[config.mk]
export PLATFORM = sky130hd
export DESIGN_NAME = tcss_top
export DESIGN_NICKNAME = d
export VERILOG_FILES = /design/src/logic/tcss_pkg.sv /design/src/logic/tcss_edge_det.sv /design/src/logic/tcss_top.sv
export SDC_FILE = /design/constraint.sdc
export NUM_CORES = 1
export LEC_CHECK = 0
export BUFFER_PORTS_ARGS = -buffer_cell sky130_fd_sc_hd__clkbuf_2
export CORE_ASPECT_RATIO = 1.4
export CORE_MARGIN = 10
export CORE_UTILIZATION = 40
export DETAILED_ROUTE_END_ITERATION = 8
export PLACE_DENSITY = 0.66
export SETUP_SLACK_MARGIN = 0.3
export SYNTH_ARGS = -nofsm -noshare
export SYNTH_HDL_FRONTEND = slang
export SYNTH_SLANG_ARGS = --single-unit
[constraint.sdc]
create_clock -name mclk -period 2.9 [get_ports mclk]
set_clock_uncertainty 0.05 [all_clocks]
set_input_delay 0.145 -clock mclk [delete_from_list [all_inputs] [get_ports mclk]]
set_output_delay 0.145 -clock mclk [all_outputs]
set_load 0.005 [all_outputs]
[src/logic/tcss_pkg.sv]
// package for timer clock source selection: map, fields, divider counts, tick bundle
package tcss_pkg;
   // clock-control register, decoded on every special-function page
   localparam logic [7:0] TCSS_CLK_CTRL_ADDR = 8'h8e;
   localparam logic [7:0] TCSS_CLK_CTRL_RST = 8'h00;
   // field positions
   localparam int TCSS_PSEL_LSB = 0;
   localparam int TCSS_T0_SEL_BIT = 2;
   localparam int TCSS_T1_SEL_BIT = 3;
   localparam int TCSS_T2L_SEL_BIT = 4;
   localparam int TCSS_T2H_SEL_BIT = 5;
   localparam int TCSS_T3L_SEL_BIT = 6;
   localparam int TCSS_T3H_SEL_BIT = 7;
   // prescale select codes
   localparam logic [1:0] TCSS_PSEL_DIV12 = 2'h0;
   localparam logic [1:0] TCSS_PSEL_DIV4 = 2'h1;
   localparam logic [1:0] TCSS_PSEL_DIV48 = 2'h2;
   localparam logic [1:0] TCSS_PSEL_EXT8 = 2'h3;
   // divider terminal counts (divide ratio minus one) and the gap helper's saturation limit
   localparam logic [5:0] TCSS_DIV12_LAST = 6'h0b;
   localparam logic [5:0] TCSS_DIV4_LAST = 6'h03;
   localparam logic [5:0] TCSS_DIV48_LAST = 6'h2f;
   localparam logic [2:0] TCSS_EXT8_LAST = 3'h7;
   localparam logic [5:0] TCSS_GAP_MAX = 6'h3f;

   // one-cycle count enables handed to the timer cores
   typedef struct packed {
      logic tmr0;
      logic tmr1;
      logic tmr2_low;
      logic tmr2_high;
      logic tmr3_low;
      logic tmr3_high;
   } tcss_ticks_t;
endpackage

[src/logic/tcss_edge_det.sv]
// input synchroniser with combinational rise and fall detection from the registered samples
`timescale 1ns/1ps
module tcss_edge_det
   import tcss_pkg::*;
(
   // clock and reset
   input wire logic mclk,
   input wire logic rst,
   // sampled pin
   input wire logic pin,
   // one-cycle edge pulses
   output logic rise,
   output logic fall
);
   logic sync1_r;
   logic sync2_r;
   logic prev_r;

   // two stages before any use; first stage feeds only the second
   always_ff @(posedge mclk)
   begin
      if (rst)
      begin
         sync1_r <= 1'b0;
         sync2_r <= 1'b0;
         prev_r <= 1'b0;
      end
      else
      begin
         sync1_r <= pin;
         sync2_r <= sync1_r;
         prev_r <= sync2_r;
      end
   end

   assign fall = prev_r & ~sync2_r;
   assign rise = ~prev_r & sync2_r;
endmodule

[src/logic/tcss_top.sv]
// timer clock source selection: control register, prescaler and per-timer tick select
// Operation
// - prescaler divides system clock 12, 4, 48
// - code 11: external oscillator divided by eight
// - timer0 select bit: prescaler or system clock
// - timer0 counter mode ignores its select bit
// - timer1 select bit: prescaler or system clock
// - timer1 counter mode ignores its select bit
// - bit4: timer2 low byte clock choice
// - bit5: timer2 high byte, split mode only
// - bit6: timer3 low byte clock choice
// - bit7: timer3 high byte, split mode only
// - timers 2/3: system, div12, ext div8
// - counters advance once per falling input edge
// - counts events up to quarter clock rate
// - register decodes at 0x8E on every page
// - counter select makes timer0 count pin edges
`timescale 1ns/1ps
module tcss_top
   import tcss_pkg::*;
(
   // clock and reset
   input wire logic mclk,
   input wire logic rst,
   // special function register access
   input wire logic [7:0] sfr_addr,
   input wire logic [7:0] sfr_page,
   input wire logic sfr_wr,
   input wire logic sfr_rd,
   input wire logic [7:0] sfr_wdata,
   output logic [7:0] sfr_rdata,
   // mode bits held in other timer registers
   input wire logic tmr0_counter_select,
   input wire logic tmr1_counter_select,
   input wire logic tmr2_ext_clock_option,
   input wire logic tmr3_ext_clock_option,
   input wire logic tmr2_split_mode,
   input wire logic tmr3_split_mode,
   // external pins
   input wire logic tmr0_event_pin,
   input wire logic tmr1_event_pin,
   input wire logic ext_osc_clk,
   // count enables
   output tcss_ticks_t ticks,
   output logic prescale_tick
);
   logic [7:0] timer_clock_control_r;
   logic [5:0] pre_cnt_r;
   logic [5:0] div12_cnt_r;
   logic [2:0] ext_cnt_r;
   logic ext_tick_r;
   logic div12_tick;
   logic pre_tick;
   logic [5:0] pre_last;
   logic fall0;
   logic fall1;
   logic ext_rise;
   logic reg_hit;
   logic [1:0] prescale_select;
   logic tmr0_clk_sel;
   logic tmr1_clk_sel;
   logic tmr2_low_byte_clk_sel;
   logic tmr2_high_byte_clk_sel;
   logic tmr3_low_byte_clk_sel;
   logic tmr3_high_byte_clk_sel;
   logic tmr2_opt_tick;
   logic tmr3_opt_tick;
   tcss_ticks_t ticks_r;
   logic prescale_tick_r;
   logic [7:0] rdata_r;

   // page input is deliberately unused in the decode
   assign reg_hit = (sfr_addr == TCSS_CLK_CTRL_ADDR);

   assign prescale_select = timer_clock_control_r[TCSS_PSEL_LSB +: 2];
   assign tmr0_clk_sel = timer_clock_control_r[TCSS_T0_SEL_BIT];
   assign tmr1_clk_sel = timer_clock_control_r[TCSS_T1_SEL_BIT];
   assign tmr2_low_byte_clk_sel = timer_clock_control_r[TCSS_T2L_SEL_BIT];
   assign tmr2_high_byte_clk_sel = timer_clock_control_r[TCSS_T2H_SEL_BIT];
   assign tmr3_low_byte_clk_sel = timer_clock_control_r[TCSS_T3L_SEL_BIT];
   assign tmr3_high_byte_clk_sel = timer_clock_control_r[TCSS_T3H_SEL_BIT];

   always_ff @(posedge mclk)
   begin
      if (rst)
         timer_clock_control_r <= TCSS_CLK_CTRL_RST;
      else if (sfr_wr && reg_hit)
         timer_clock_control_r <= sfr_wdata;
   end

   // registered read data; other addresses return zero
   always_ff @(posedge mclk)
   begin
      if (rst)
         rdata_r <= 8'h00;
      else if (sfr_rd && reg_hit)
         rdata_r <= timer_clock_control_r;
      else
         rdata_r <= 8'h00;
   end
   assign sfr_rdata = rdata_r;

   // pin and oscillator sampling
   tcss_edge_det u_t0_pin (
      .mclk(mclk),
      .rst(rst),
      .pin(tmr0_event_pin),
      .rise(),
      .fall(fall0)
   );
   tcss_edge_det u_t1_pin (
      .mclk(mclk),
      .rst(rst),
      .pin(tmr1_event_pin),
      .rise(),
      .fall(fall1)
   );
   // oscillator must run below half the system clock to be seen
   tcss_edge_det u_ext_osc (
      .mclk(mclk),
      .rst(rst),
      .pin(ext_osc_clk),
      .rise(ext_rise),
      .fall()
   );

   // external oscillator divided by eight, already in the mclk domain
   always_ff @(posedge mclk)
   begin
      if (rst)
      begin
         ext_cnt_r <= 3'h0;
         ext_tick_r <= 1'b0;
      end
      else
      begin
         ext_tick_r <= ext_rise && (ext_cnt_r == TCSS_EXT8_LAST);
         if (ext_rise)
            ext_cnt_r <= ext_cnt_r + 3'h1;
      end
   end

   // free-running divide by twelve for timers 2 and 3
   assign div12_tick = (div12_cnt_r == TCSS_DIV12_LAST);
   always_ff @(posedge mclk)
   begin
      if (rst)
         div12_cnt_r <= 6'h00;
      else if (div12_tick)
         div12_cnt_r <= 6'h00;
      else
         div12_cnt_r <= div12_cnt_r + 6'h01;
   end

   // shared prescaler; >= compare recovers when a smaller ratio is chosen
   always_comb
   begin
      case (prescale_select)
         TCSS_PSEL_DIV12: pre_last = TCSS_DIV12_LAST;
         TCSS_PSEL_DIV4: pre_last = TCSS_DIV4_LAST;
         TCSS_PSEL_DIV48: pre_last = TCSS_DIV48_LAST;
         default: pre_last = TCSS_DIV12_LAST;
      endcase
   end
   always_ff @(posedge mclk)
   begin
      if (rst)
         pre_cnt_r <= 6'h00;
      else if (pre_cnt_r >= pre_last)
         pre_cnt_r <= 6'h00;
      else
         pre_cnt_r <= pre_cnt_r + 6'h01;
   end
   assign pre_tick = (prescale_select == TCSS_PSEL_EXT8) ? ext_tick_r
      : (pre_cnt_r >= pre_last);

   assign tmr2_opt_tick = tmr2_ext_clock_option ? ext_tick_r : div12_tick;
   assign tmr3_opt_tick = tmr3_ext_clock_option ? ext_tick_r : div12_tick;

   // all outputs are one-cycle enables, never derived clocks
   always_ff @(posedge mclk)
   begin
      if (rst)
      begin
         ticks_r <= '0;
         prescale_tick_r <= 1'b0;
      end
      else
      begin
         prescale_tick_r <= pre_tick;
         ticks_r.tmr0 <= tmr0_counter_select ? fall0
            : (tmr0_clk_sel ? 1'b1 : pre_tick);
         ticks_r.tmr1 <= tmr1_counter_select ? fall1
            : (tmr1_clk_sel ? 1'b1 : pre_tick);
         ticks_r.tmr2_low <= tmr2_low_byte_clk_sel ? 1'b1 : tmr2_opt_tick;
         ticks_r.tmr2_high <= tmr2_split_mode
            && (tmr2_high_byte_clk_sel ? 1'b1 : tmr2_opt_tick);
         ticks_r.tmr3_low <= tmr3_low_byte_clk_sel ? 1'b1 : tmr3_opt_tick;
         ticks_r.tmr3_high <= tmr3_split_mode
            && (tmr3_high_byte_clk_sel ? 1'b1 : tmr3_opt_tick);
      end
   end
   assign ticks = ticks_r;
   assign prescale_tick = prescale_tick_r;

   // helper: cycles since last prescaler tick, valid only with no write since
   logic [5:0] gap_r;
   logic clean_r;
   always_ff @(posedge mclk)
   begin
      if (rst)
      begin
         gap_r <= 6'h00;
         clean_r <= 1'b0;
      end
      else
      begin
         if (prescale_tick_r)
            gap_r <= 6'h01;
         else if (gap_r != TCSS_GAP_MAX)
            gap_r <= gap_r + 6'h01;
         if (sfr_wr && reg_hit)
            clean_r <= 1'b0;
         else if (prescale_tick_r)
            clean_r <= 1'b1;
      end
   end
endmodule

==> metrics.md, run 1 <==
| Metric | Value |
|---|---|
| Outcome | finished, final reports clean |
| Via count | 1350 |
| First-pass GRT wire length | 6000 microns |
| Die area | 7970 sq um |
| Post-Syn Area | 1910 sq um |
| CTS Buffer Depth | 2 |
| Worst R2R Path Depth | 5 |
| CP Capture Type | flop |
| Pre-Repair DR Iteration Count | 4 |
| Drt drc | 0 |
| F_max | 567 MHz |
| Min cycle time layout | 1.76 ns |
| Layout area overhead | 22.8% |
| Period utilization | 0.608 |
| Global placement routability congestion | 0.738 |
| WP data required | 3.03 ns |
| Worst hold path type | input port to flop |
| ANT nets after route | 0 |
| Maxcap violations | 0 |
| Post-CTS Setup Repair Bufs | 0 |
| Via density | 4.64 |
| Register area share after synthesis | 0.504 |
| Gr busiest metal | met2 |
| H-Tree Level Count | 2 |
| Grt met3 use | 0.0381 |
| Slew Limit Headroom | 0.524 |
| Cell Int Power | 0.00102 W |
| WS Path Type | flop to flop |
| Netlist cell types | 33 |
| HPWL Detailed | 2650 microns |
| Pins Over Slew Limit | 0 |
| Crit. path cell count | 5 |
| Largest net degree at the start of global routing | 42 |
| Final nets | 272 |
| I/O Pins | 52 |
| PD cells | 542 nW/um^2 |
| DRT iter0 DRCs | 52 |
| Post-route setup slack | 1.14 ns |
| WL/cell | 11.9 microns |
| Reg-to-reg slack, setup | 1.14 ns |
| Vias in the first global route | 1379 |
| Share of layout cells above drive strength 1 | 0.245 |
| WP data arrival | 1.89 ns |
| Synth Register Bits | 48 |
| Initial Utilization | 0.417 |
| Syn. warnings | 0 |
| I/O Buffers | 43 |
| Fill cell count | 445 |
| Met1 GRT Util | 0.0868 |
| Post-place setup slack | 1.13 ns |
| Largest delay share family, worst path | compound AO/OA/AOI/OAI gates |
| GR Overflow Total | 0 |
| Switch share | 0.197 |
| Worst path slowest cell | dfxtp_1 |
| Fin Setup TNS | 0 ns |
| Initial antenna violation count | 0 |
| Pleak | 0.996 nW |
| VDD IR-drop max | 0.343 mV |
| Syn_nets | 223 |
| Seq pwr share | 0.537 |
| Tot GR Track Use | 0.0931 |
| Syn_area_per_cell | 10.7 sq um |
| Clk slew on worst S/H paths | 0.09 ns |
| Chip width | 78.4 microns |
| Num CTS Buffers | 5 |
| Core box area | 4570 sq um |
| Worst hold path depth | 3 |
| Diode count | 0 |
| Logic gate share of total power | 0.058 |
| Setup Viol. Count Final | 0 |
| Sink Count | 48 |
| CTS tree | yes |
| Root Driver | clkbuf_8 |
| Clock power frac | 0.406 |
| DRT Wirelength | 3460 microns |
| CP Launch Type | flop |
| Chip height | 102 microns |
| CP max stage delay | 0.43 ns |
| Switch Pwr | 0.000250 W |
| Syn Inst Count | 179 |
| Clock latency on the worst-skew pair | 0.30 ns |
| Final-report hold violation count | 0 |
| CP max FO | 7 |
| Design Area, Final | 2340 sq um |
| Least-Margin Pin Slew | 0.715 ns |
| Grt met2 use | 0.173 |
| RSZ-0062 raised after global routing | no |
| Crit path cell chain | nand2b_1 -> ha_1 -> and4_1 -> a2111oi_0 -> a21oi_1 |
| Row cnt | 29 |
| Worst path bufs/invs | 0 |
| Placed Area | 2190 sq um |
per-stage QoR:
step / hold slack (ns) / total power [W] / cells / util
finish: 0.0142 / 0.00127 / 291 / 0.512
CTS: 0.00428 / 0.00129 / 291 / 0.512
detailed placement: 0.311 / 0.000769 / 280 / 0.478
floorplan: 0.223 / 0.000739 / 179 / -
global route: 0.0206 / 0.00133 / 291 / 0.512
global placement: 0.306 / 0.000767 / 280 / 0.478
worst paths after layout:
path / from / endpoint
setup / recovery: timer_clock_control_r[1]$_SDFFE_PP0P_ / ticks[5]$_SDFF_PP0_
hold / removal: tmr3_split_mode / ticks[0]$_SDFF_PP0_
setup reg to reg: timer_clock_control_r[1]$_SDFFE_PP0P_ / ticks[5]$_SDFF_PP0_
hold reg to reg: u_t0_pin.sync1_r$_SDFF_PP0_ / u_t0_pin.sync2_r$_SDFF_PP0_
synth_stat cells:
| cell type | count | area, sq um |
|---|---|---|
| bufinv_8 | 1 | 17.5 |
| nor4b_4 | 1 | 23.8 |
| o21ai_0 | 2 | 10.0 |
| a211o_1 | 1 | 8.76 |
| or3_1 | 4 | 25.0 |
| or4b_4 | 1 | 13.8 |
| a211oi_1 | 1 | 7.51 |
| and3b_1 | 1 | 8.76 |
| a221o_1 | 2 | 20.0 |
| nor2_1 | 8 | 30.0 |
| and4_1 | 1 | 8.76 |
| xnor2_1 | 4 | 35.0 |
| o21bai_1 | 1 | 7.51 |
| a221oi_1 | 1 | 8.76 |
| nor3_4 | 1 | 16.3 |
| a2111oi_0 | 2 | 17.5 |
| nand4b_4 | 1 | 23.8 |
| dfxtp_1 | 48 | 961 |
| nor2b_1 | 11 | 68.8 |
| xor2_1 | 3 | 26.3 |
| clkbuf_1 | 4 | 15.0 |
| nand3_1 | 4 | 20.0 |
| a21o_1 | 2 | 15.0 |
| inv_1 | 4 | 15.0 |
| nand4bb_1 | 1 | 11.3 |
| nand2b_1 | 21 | 131 |
| nor4bb_1 | 2 | 20.0 |
| nand2_1 | 2 | 7.51 |
| and2_1 | 9 | 56.3 |
| mux2i_1 | 10 | 100 |
| a21oi_1 | 13 | 65.1 |
| nor3_1 | 5 | 25.0 |
| ha_1 | 7 | 87.6 |
metal layers:
layer | vias up | wire length [microns]
met5 | - | 0
met4 | 0 | 65
met3 | 6 | 181
met2 | 24 | 1780
met1 | 602 | 1430
li1 | 718 | -
registers in the layout, summed over array words and instances (netlist names):
signal	count
u_ext_osc.sync1_r	1
pre_cnt_r	6
ticks	6
u_t0_pin.prev_r	1
sfr_rdata	8
u_t1_pin.sync2_r	1
u_t0_pin.sync2_r	1
prescale_tick	1
u_t1_pin.prev_r	1
u_ext_osc.prev_r	1
u_t0_pin.sync1_r	1
ext_tick_r	1
u_t1_pin.sync1_r	1
div12_cnt_r	6
u_ext_osc.sync2_r	1
ext_cnt_r	3
timer_clock_control_r	8
worst min-delay path, stage by stage:
cell	delay, ns
clkbuf_2	0.08
nand2b_1	0.06
a21oi_1	0.04
final cells by class:
| type | instances | area, sq um | share of cell area |
|---|---|---|---|
| clock buffers | 7 | 96.3 | 0.0411 |
| clock inverters | 1 | 30.0 | 0.0128 |
| inverters | 5 | 32.5 | 0.0139 |
| multi-input cells | 122 | 900 | 0.384 |
| flip-flops and latches | 48 | 961 | 0.410 |
| well taps | 62 | 77.6 | 0.0331 |
| repair buffers | 46 | 245 | 0.105 |
power groups by stage:
stage               Clock (W)  Sequential (W)  Combinational [W]
detailed placement          0        0.000697          0.0000718
global placement            0        0.000696          0.0000711
CTS                  0.000536        0.000681          0.0000750
global route         0.000562        0.000683          0.0000848
finish               0.000515        0.000681          0.0000735
floorplan                   0        0.000695          0.0000436
cell families (layout without fill, tap and decap cells):
group	count (synthesis)	in the layout	share of synthesized area
buffers and inverters	9	59	0.0249
multiplexers	10	10	0.0525
adder cells (fa/ha/maj)	7	7	0.0459
flip-flops	48	48	0.504
AO/OA/AOI/OAI	25	25	0.0839
AND/OR/NAND/NOR	73	73	0.257
XOR/XNOR	7	7	0.0321
what timing repair did:
action	4_1_cts	5_1_grt
gates resized for setup	0	0
endpoints found under the hold margin	3	0
hold buffers	3	0
cell usage in the layout, fill, tap and decap left out, drive strengths merged, types with 3 or more instances in the layout:
cell         synthesis  routed
a21oi               13      13
and2                 9       9
clkbuf               4      50
dfxtp               48      48
dlygate4sd3          0       3
ha                   7       7
inv                  4       4
mux2i               10      10
nand2b              21      21
nand3                4       4
nor2                 8       8
nor2b               11      11
nor3                 6       6
or3                  4       4
xnor2                4       4
xor2                 3       3
No activity file was read; power rests on OpenSTA's default activity.
==> run 2: changes to the inputs <==
--- a/config.mk
+++ b/config.mk
@@ -5,12 +5,13 @@
 export SDC_FILE = /design/constraint.sdc
 export NUM_CORES = 1
 export LEC_CHECK = 0
+export ABC_AREA = 1
 export BUFFER_PORTS_ARGS = -buffer_cell sky130_fd_sc_hd__clkbuf_2
 export CORE_ASPECT_RATIO = 1.4
 export CORE_MARGIN = 10
 export CORE_UTILIZATION = 40
 export DETAILED_ROUTE_END_ITERATION = 8
-export PLACE_DENSITY = 0.66
+export PLACE_DENSITY = 0.69
 export SETUP_SLACK_MARGIN = 0.3
 export SYNTH_ARGS = -nofsm -noshare
 export SYNTH_HDL_FRONTEND = slang
==> constraint.sdc (replaced) <==
create_clock -name mclk -period 1.6 [get_ports mclk]
set_clock_uncertainty 0.05 [all_clocks]
set_input_delay 0.08 -clock mclk [delete_from_list [all_inputs] [get_ports mclk]]
set_output_delay 0.08 -clock mclk [all_outputs]
set_load 0.005 [all_outputs]
==> metrics.md, run 2 <==
| Metric | Value |
|---|---|
| Register Area | 966 sq um |
| CP Capture Type | flop |
| Worst path most repeated cell | nand2_4 |
| F_max | 691 MHz |
| Syn_area_per_cell | 7.94 sq um |
| Post-synthesis mux area share | 0 |
| Sink Count | 48 |
| Via density | 4.41 |
| Slew Limit Headroom | 0.738 |
| Most common cell after layout, fill and taps aside | nor2_1 |
| WP data required | 1.74 ns |
| CP max FO | 3 |
| Pre-Repair DR Iteration Count | 4 |
| CP max stage delay | 0.34 ns |
| Maxcap violations | 0 |
| Root Driver | clkbuf_8 |
| Post-layout power | 0.00223 W |
| Core box area | 4460 sq um |
| Initial Utilization | 0.409 |
| Outcome | finished, final reports clean |
| Synth cell count leaders | nor2_1 (57), dfxtp_1 (48), nand2_1 (41) |
| Clock power frac | 0.381 |
| Cell Int Power | 0.00176 W |
| Share of layout cells above drive strength 1 | 0.259 |
| Synth Area in XOR/XNOR | 0.00960 |
| WP data arrival | 1.59 ns |
| Via count | 1571 |
| HPWL Detailed | 2870 microns |
| Pleak | 1.22 nW |
| Pins Over Slew Limit | 0 |
| Post-synth top area share | 0.526 |
| WL/cell | 11.0 microns |
| Count leader, synth | nor2_1 |
| Clock latency on the worst-skew pair | 0.30 ns |
| Vias in the first global route | 1613 |
| I/O Pins | 52 |
| Syn Inst Count | 230 |
| Largest family of logic cells by synthesized area | simple AND/OR/NAND/NOR gates |
| Ys async rst share | 0 |
| Layout area overhead | 34.1% |
| Fin Setup TNS | 0 ns |
| Drt drc | 0 |
| Setup Viol. Count Final | 0 |
| Period utilization | 0.904 |
| Post-Syn Area | 1830 sq um |
| DRT Wirelength | 3930 microns |
| CP Launch Type | flop |
| Compound-Gate Fraction of Synth Area | 0.0466 |
| Worst path bufs/invs | 1 |
| Switch share | 0.210 |
| Logic gate share of total power | 0.065 |
| Syn_nets | 274 |
| Tot GR Track Use | 0.108 |
| H-Tree Level Count | 2 |
| CTS tree | yes |
| ANT nets after route | 0 |
| Placed Area | 2160 sq um |
| Area of the multi-input gates | 791 sq um |
| Syn. warnings | 0 |
| Simple logic cell fraction of the synthesized area | 0.276 |
| Chip width | 77.1 microns |
| Largest delay share family, worst path | simple AND/OR/NAND/NOR gates |
| Most frequent cells in the layout | nor2_1 (56), dfxtp_1 (46), clkbuf_2 (43) |
| Global placement routability congestion | 0.711 |
| I/O Buffers | 43 |
| Worst hold path type | input port to flop |
| Synth Register Bits | 48 |
| Clk slew on worst S/H paths | 0.08 ns |
| Fill cell count | 434 |
| Min cycle time layout | 1.45 ns |
| Post-Synth Adder-Cell Area | 0.0480 |
| First-pass GRT wire length | 6810 microns |
| VDD IR-drop max | 0.408 mV |
| Least-Margin Pin Slew | 0.391 ns |
| Largest net degree at the start of global routing | 17 |
| Switch Pwr | 0.000469 W |
| Crit path cell chain | inv_4 -> nand2_4 -> ha_4 -> or2_4 -> nand2_4 -> nand3_2 -> nand2_4 -> a21oi_2 |
| Worst path slowest cell | dfxtp_2 |
| Area contributors post-synth | dfxtp_1 (53%), nor2_1 (12%), nand2_1 (8.4%) |
| CTS Buffer Depth | 2 |
| Final-report hold violation count | 0 |
| Netlist cell types | 22 |
| DRT iter0 DRCs | 53 |
| Num CTS Buffers | 5 |
| Placed Cells | 334 |
| Final std cells w/o fill | 356 |
| Design Area, Final | 2450 sq um |
| Top cell type by total area after synthesis | dfxtp_1 |
| GR Overflow Total | 0 |
| Row cnt | 29 |
| Chip height | 99.9 microns |
| Post-synth top flop | dfxtp_1 |
| WS Path Type | flop to flop |
| Register area share after synthesis | 0.526 |
| Initial antenna violation count | 0 |
| Post-synth EDFFs | 0 |
| Final nets | 337 |
| Seq pwr share | 0.554 |
| Diode count | 0 |
| PD cells | 911 nW/um^2 |
| Die area | 7700 sq um |
| RSZ-0062 raised after global routing | yes |
[run 2: cell count changes after synthesis, sizes merged, moves of 10 or more]
cell	delta
nand2	+39
nand2b	-21
inv	+31
nor2	+49
mux2i	-10
nor2b	-11
[run 2: layout make-up]
cell class	count	area share
repair buffers	60	0.152
multi-input cells	143	0.323
clock inverters	2	0.0143
flip-flops and latches	48	0.394
clock buffers	6	0.0296
well taps	62	0.0317
inverters	35	0.0547
[run 2: worst reg2reg max path: cells and delay by family (launching register included)]
kind | cells | cell delay (ns)
DFF | 1 | 0.34
AOI/OAI and AO/OA | 1 | 0.05
and+or+nand+nor | 5 | 0.59
buffers and inverters | 1 | 0.08
adders and majority gates | 1 | 0.24
[run 2: path summary, 6_finish.rpt]
path	startpoint	to	slack [ns]	depth (start not counted)
setup / recovery	timer_clock_control_r[0]$_SDFFE_PP0P_	ticks[4]$_SDFF_PP0_	0.15	8
setup reg to reg	timer_clock_control_r[0]$_SDFFE_PP0P_	ticks[4]$_SDFF_PP0_	0.15	8
hold / removal	tmr1_counter_select	ticks[4]$_SDFF_PP0_	0.02	4
hold reg to reg	u_t0_pin.sync1_r$_SDFF_PP0_	u_t0_pin.sync2_r$_SDFF_PP0_	0.36	2
[run 2: timing repair]
action / in CTS / in global routing
buffers inserted: 2 / 0
hold endpoints to repair: 12 / 0
setup endpoints to repair: 9 / 15
gates resized for setup: 2 / 10
pin swaps: 3 / 7
hold buffers: 12 / 0
[run 2: per-stage QoR]
stage | hold WS [ns] | setup slack, ns | util
floorplan | 0.137 | 0.257 | -
global placement | 0.225 | 0.171 | 0.484
detailed placement | 0.226 | 0.129 | 0.484
CTS | 0.000209 | 0.153 | 0.539
global route | 0.0256 | 0.0795 | 0.549
finish | 0.0158 | 0.153 | 0.549
[run 2: per-layer routing]
layer	GRT usage	part of all wire
met5	0	0
met4	0.0549	0.020
met3	0.0394	0.075
met2	0.189	0.49
met1	0.111	0.42
[run 2: power by group through the flow]
stage                     clock network [W]  registers [W]   logic, W
after floorplan                           0        0.00126  0.0000687
after global placement                    0        0.00126   0.000117
after detailed placement                  0        0.00126   0.000120
after CTS                          0.000884        0.00123   0.000146
after global routing               0.000931        0.00124   0.000168
final                              0.000850        0.00124   0.000145
[run 2: cell families after synthesis]
logic type      Yosys count
fa+ha+maj                 7
flops                    48
simple gates            118
compound gates           16
buf+inv                  39
xor+xnor                  2
==> run 3: changes to the inputs <==
--- a/config.mk
+++ b/config.mk
@@ -8,10 +8,9 @@
 export ABC_AREA = 1
 export BUFFER_PORTS_ARGS = -buffer_cell sky130_fd_sc_hd__clkbuf_2
 export CORE_ASPECT_RATIO = 1.4
-export CORE_MARGIN = 10
-export CORE_UTILIZATION = 40
+export CORE_UTILIZATION = 45
 export DETAILED_ROUTE_END_ITERATION = 8
-export PLACE_DENSITY = 0.69
+export PLACE_DENSITY = 0.75
 export SETUP_SLACK_MARGIN = 0.3
 export SYNTH_ARGS = -nofsm -noshare
 export SYNTH_HDL_FRONTEND = slang
==> metrics.md, run 3 (synthesis gave the netlist of run 2 again) <==
| Metric | Value |
|---|---|
| CP Capture Type | flop |
| Chip width | 55.8 microns |
| PD cells | 921 nW/um^2 |
| First-pass GRT wire length | 5710 microns |
| Pre-Repair DR Iteration Count | 4 |
| Core box area | 3920 sq um |
| Final nets | 335 |
| Slew Limit Headroom | 0.753 |
| Period utilization | 0.925 |
| Via count | 1545 |
| Largest net degree at the start of global routing | 17 |
| GR Overflow Total | 0 |
| Final-report hold violation count | 0 |
| Tot GR Track Use | 0.168 |
| WS Path Type | flop to flop |
| Drt drc | 0 |
| I/O Pins | 52 |
| Worst hold path type | input port to flop |
| Chip height | 77.4 microns |
| Fin Setup TNS | 0 ns |
| Die area | 4320 sq um |
| DRT iter0 DRCs | 40 |
| Outcome | finished, final reports clean |
| Post-layout power | 0.00222 W |
| Root Driver | clkbuf_8 |
| Row cnt | 27 |
| WP data arrival | 1.66 ns |
| Clock latency on the worst-skew pair | 0.30 ns |
| Initial Utilization | 0.466 |
| Diode count | 0 |
| Layout area overhead | 32.1% |
| Maxcap violations | 0 |
| Pins Over Slew Limit | 0 |
| Min cycle time layout | 1.48 ns |
| Global placement routability congestion | 0.797 |
| Most common cell after layout, fill and taps aside | nor2_1 |
| F_max | 675 MHz |
| RSZ-0062 raised after global routing | yes |
| VDD IR-drop max | 0.640 mV |
| H-Tree Level Count | 2 |
| CP max FO | 3 |
| WL/cell | 9.93 microns |
| CTS Buffer Depth | 2 |
| CP Launch Type | flop |
| HPWL Detailed | 2320 microns |
| Reg-to-reg slack, setup | 0.12 ns |
| CTS tree | yes |
| Least-Margin Pin Slew | 0.370 ns |
| Sink Count | 48 |
| Clk slew on worst S/H paths | 0.08 ns |
| Initial antenna violation count | 0 |
| Share of layout cells above drive strength 1 | 0.260 |
| Via density | 4.61 |
| WP data required | 1.78 ns |
| Vias in the first global route | 1437 |
| ANT nets after route | 0 |
| DRT Wirelength | 3330 microns |
| Pleak | 1.21 nW |
| Setup Viol. Count Final | 0 |
| Most frequent cells in the layout | nor2_1 (55), dfxtp_1 (46), clkbuf_2 (43) |
| I/O Buffers | 43 |
| Num CTS Buffers | 5 |
[run 3: layout make-up]
type | instances | area, sq um
clock inverters | 2 | 35.0
repair buffers | 58 | 358
inverters | 35 | 134
well taps | 43 | 53.8
flip-flops and latches | 48 | 966
fillers | 335 | 1510
multi-input cells | 143 | 792
clock buffers | 6 | 72.6
[run 3: final timing paths]
path	endpoint	start	cells past startpoint
setup / recovery	ticks[5]$_SDFF_PP0_	timer_clock_control_r[0]$_SDFFE_PP0P_	8
hold reg to reg	u_t1_pin.sync2_r$_SDFF_PP0_	u_t1_pin.sync1_r$_SDFF_PP0_	2
hold / removal	ticks[2]$_SDFF_PP0_	tmr2_split_mode	4
setup reg to reg	ticks[5]$_SDFF_PP0_	timer_clock_control_r[0]$_SDFFE_PP0P_	8
[run 3: per-stage QoR]
stage                     std cells  worst slack, ns  area [sq um]  utilization  hold WS (ns)
after global placement          314            0.173          2130        0.543         0.223
after global routing            335           0.0313          2410        0.615        0.0287
final                           335            0.119          2410        0.615        0.0283
after floorplan                 230            0.257          1880            -         0.137
after detailed placement        314            0.150          2130        0.543         0.225
after CTS                       334            0.156          2370        0.604       0.00112
[run 3: routing by layer]
layer	share of wire	vias to the layer above	global-route usage
li1	-	819	-
met1	0.44	682	0.180
met2	0.50	40	0.313
met3	0.045	4	0.0450
met4	0.013	0	0.0585
met5	0	-	0
[run 3: repair_timing]
item | in CTS | in global routing
endpoints found under the hold margin | 11 | 1
hold buffers | 11 | 1
gates resized for setup | 4 | 9
setup buffers | 1 | 0
setup endpoints to repair | 9 | 11
pin swaps | 10 | 4
[run 3: power by group]
part | switching (W) | internal, W | leakage, nW
clock network | 0.000380 | 0.000464 | 0.0552
logic | 0.0000659 | 0.0000754 | 0.764
registers | 0.0000145 | 0.00122 | 0.391
[run 3: worst max-delay path, cell delays in order (launching register included)]
cell and delay (ns):
dfxtp_2 0.35, inv_4 0.08, nand2_4 0.06, ha_1 0.26, nand2_1 0.05, nand3b_1 0.24
nand3_2 0.14, nand2_4 0.06, a21oi_2 0.12
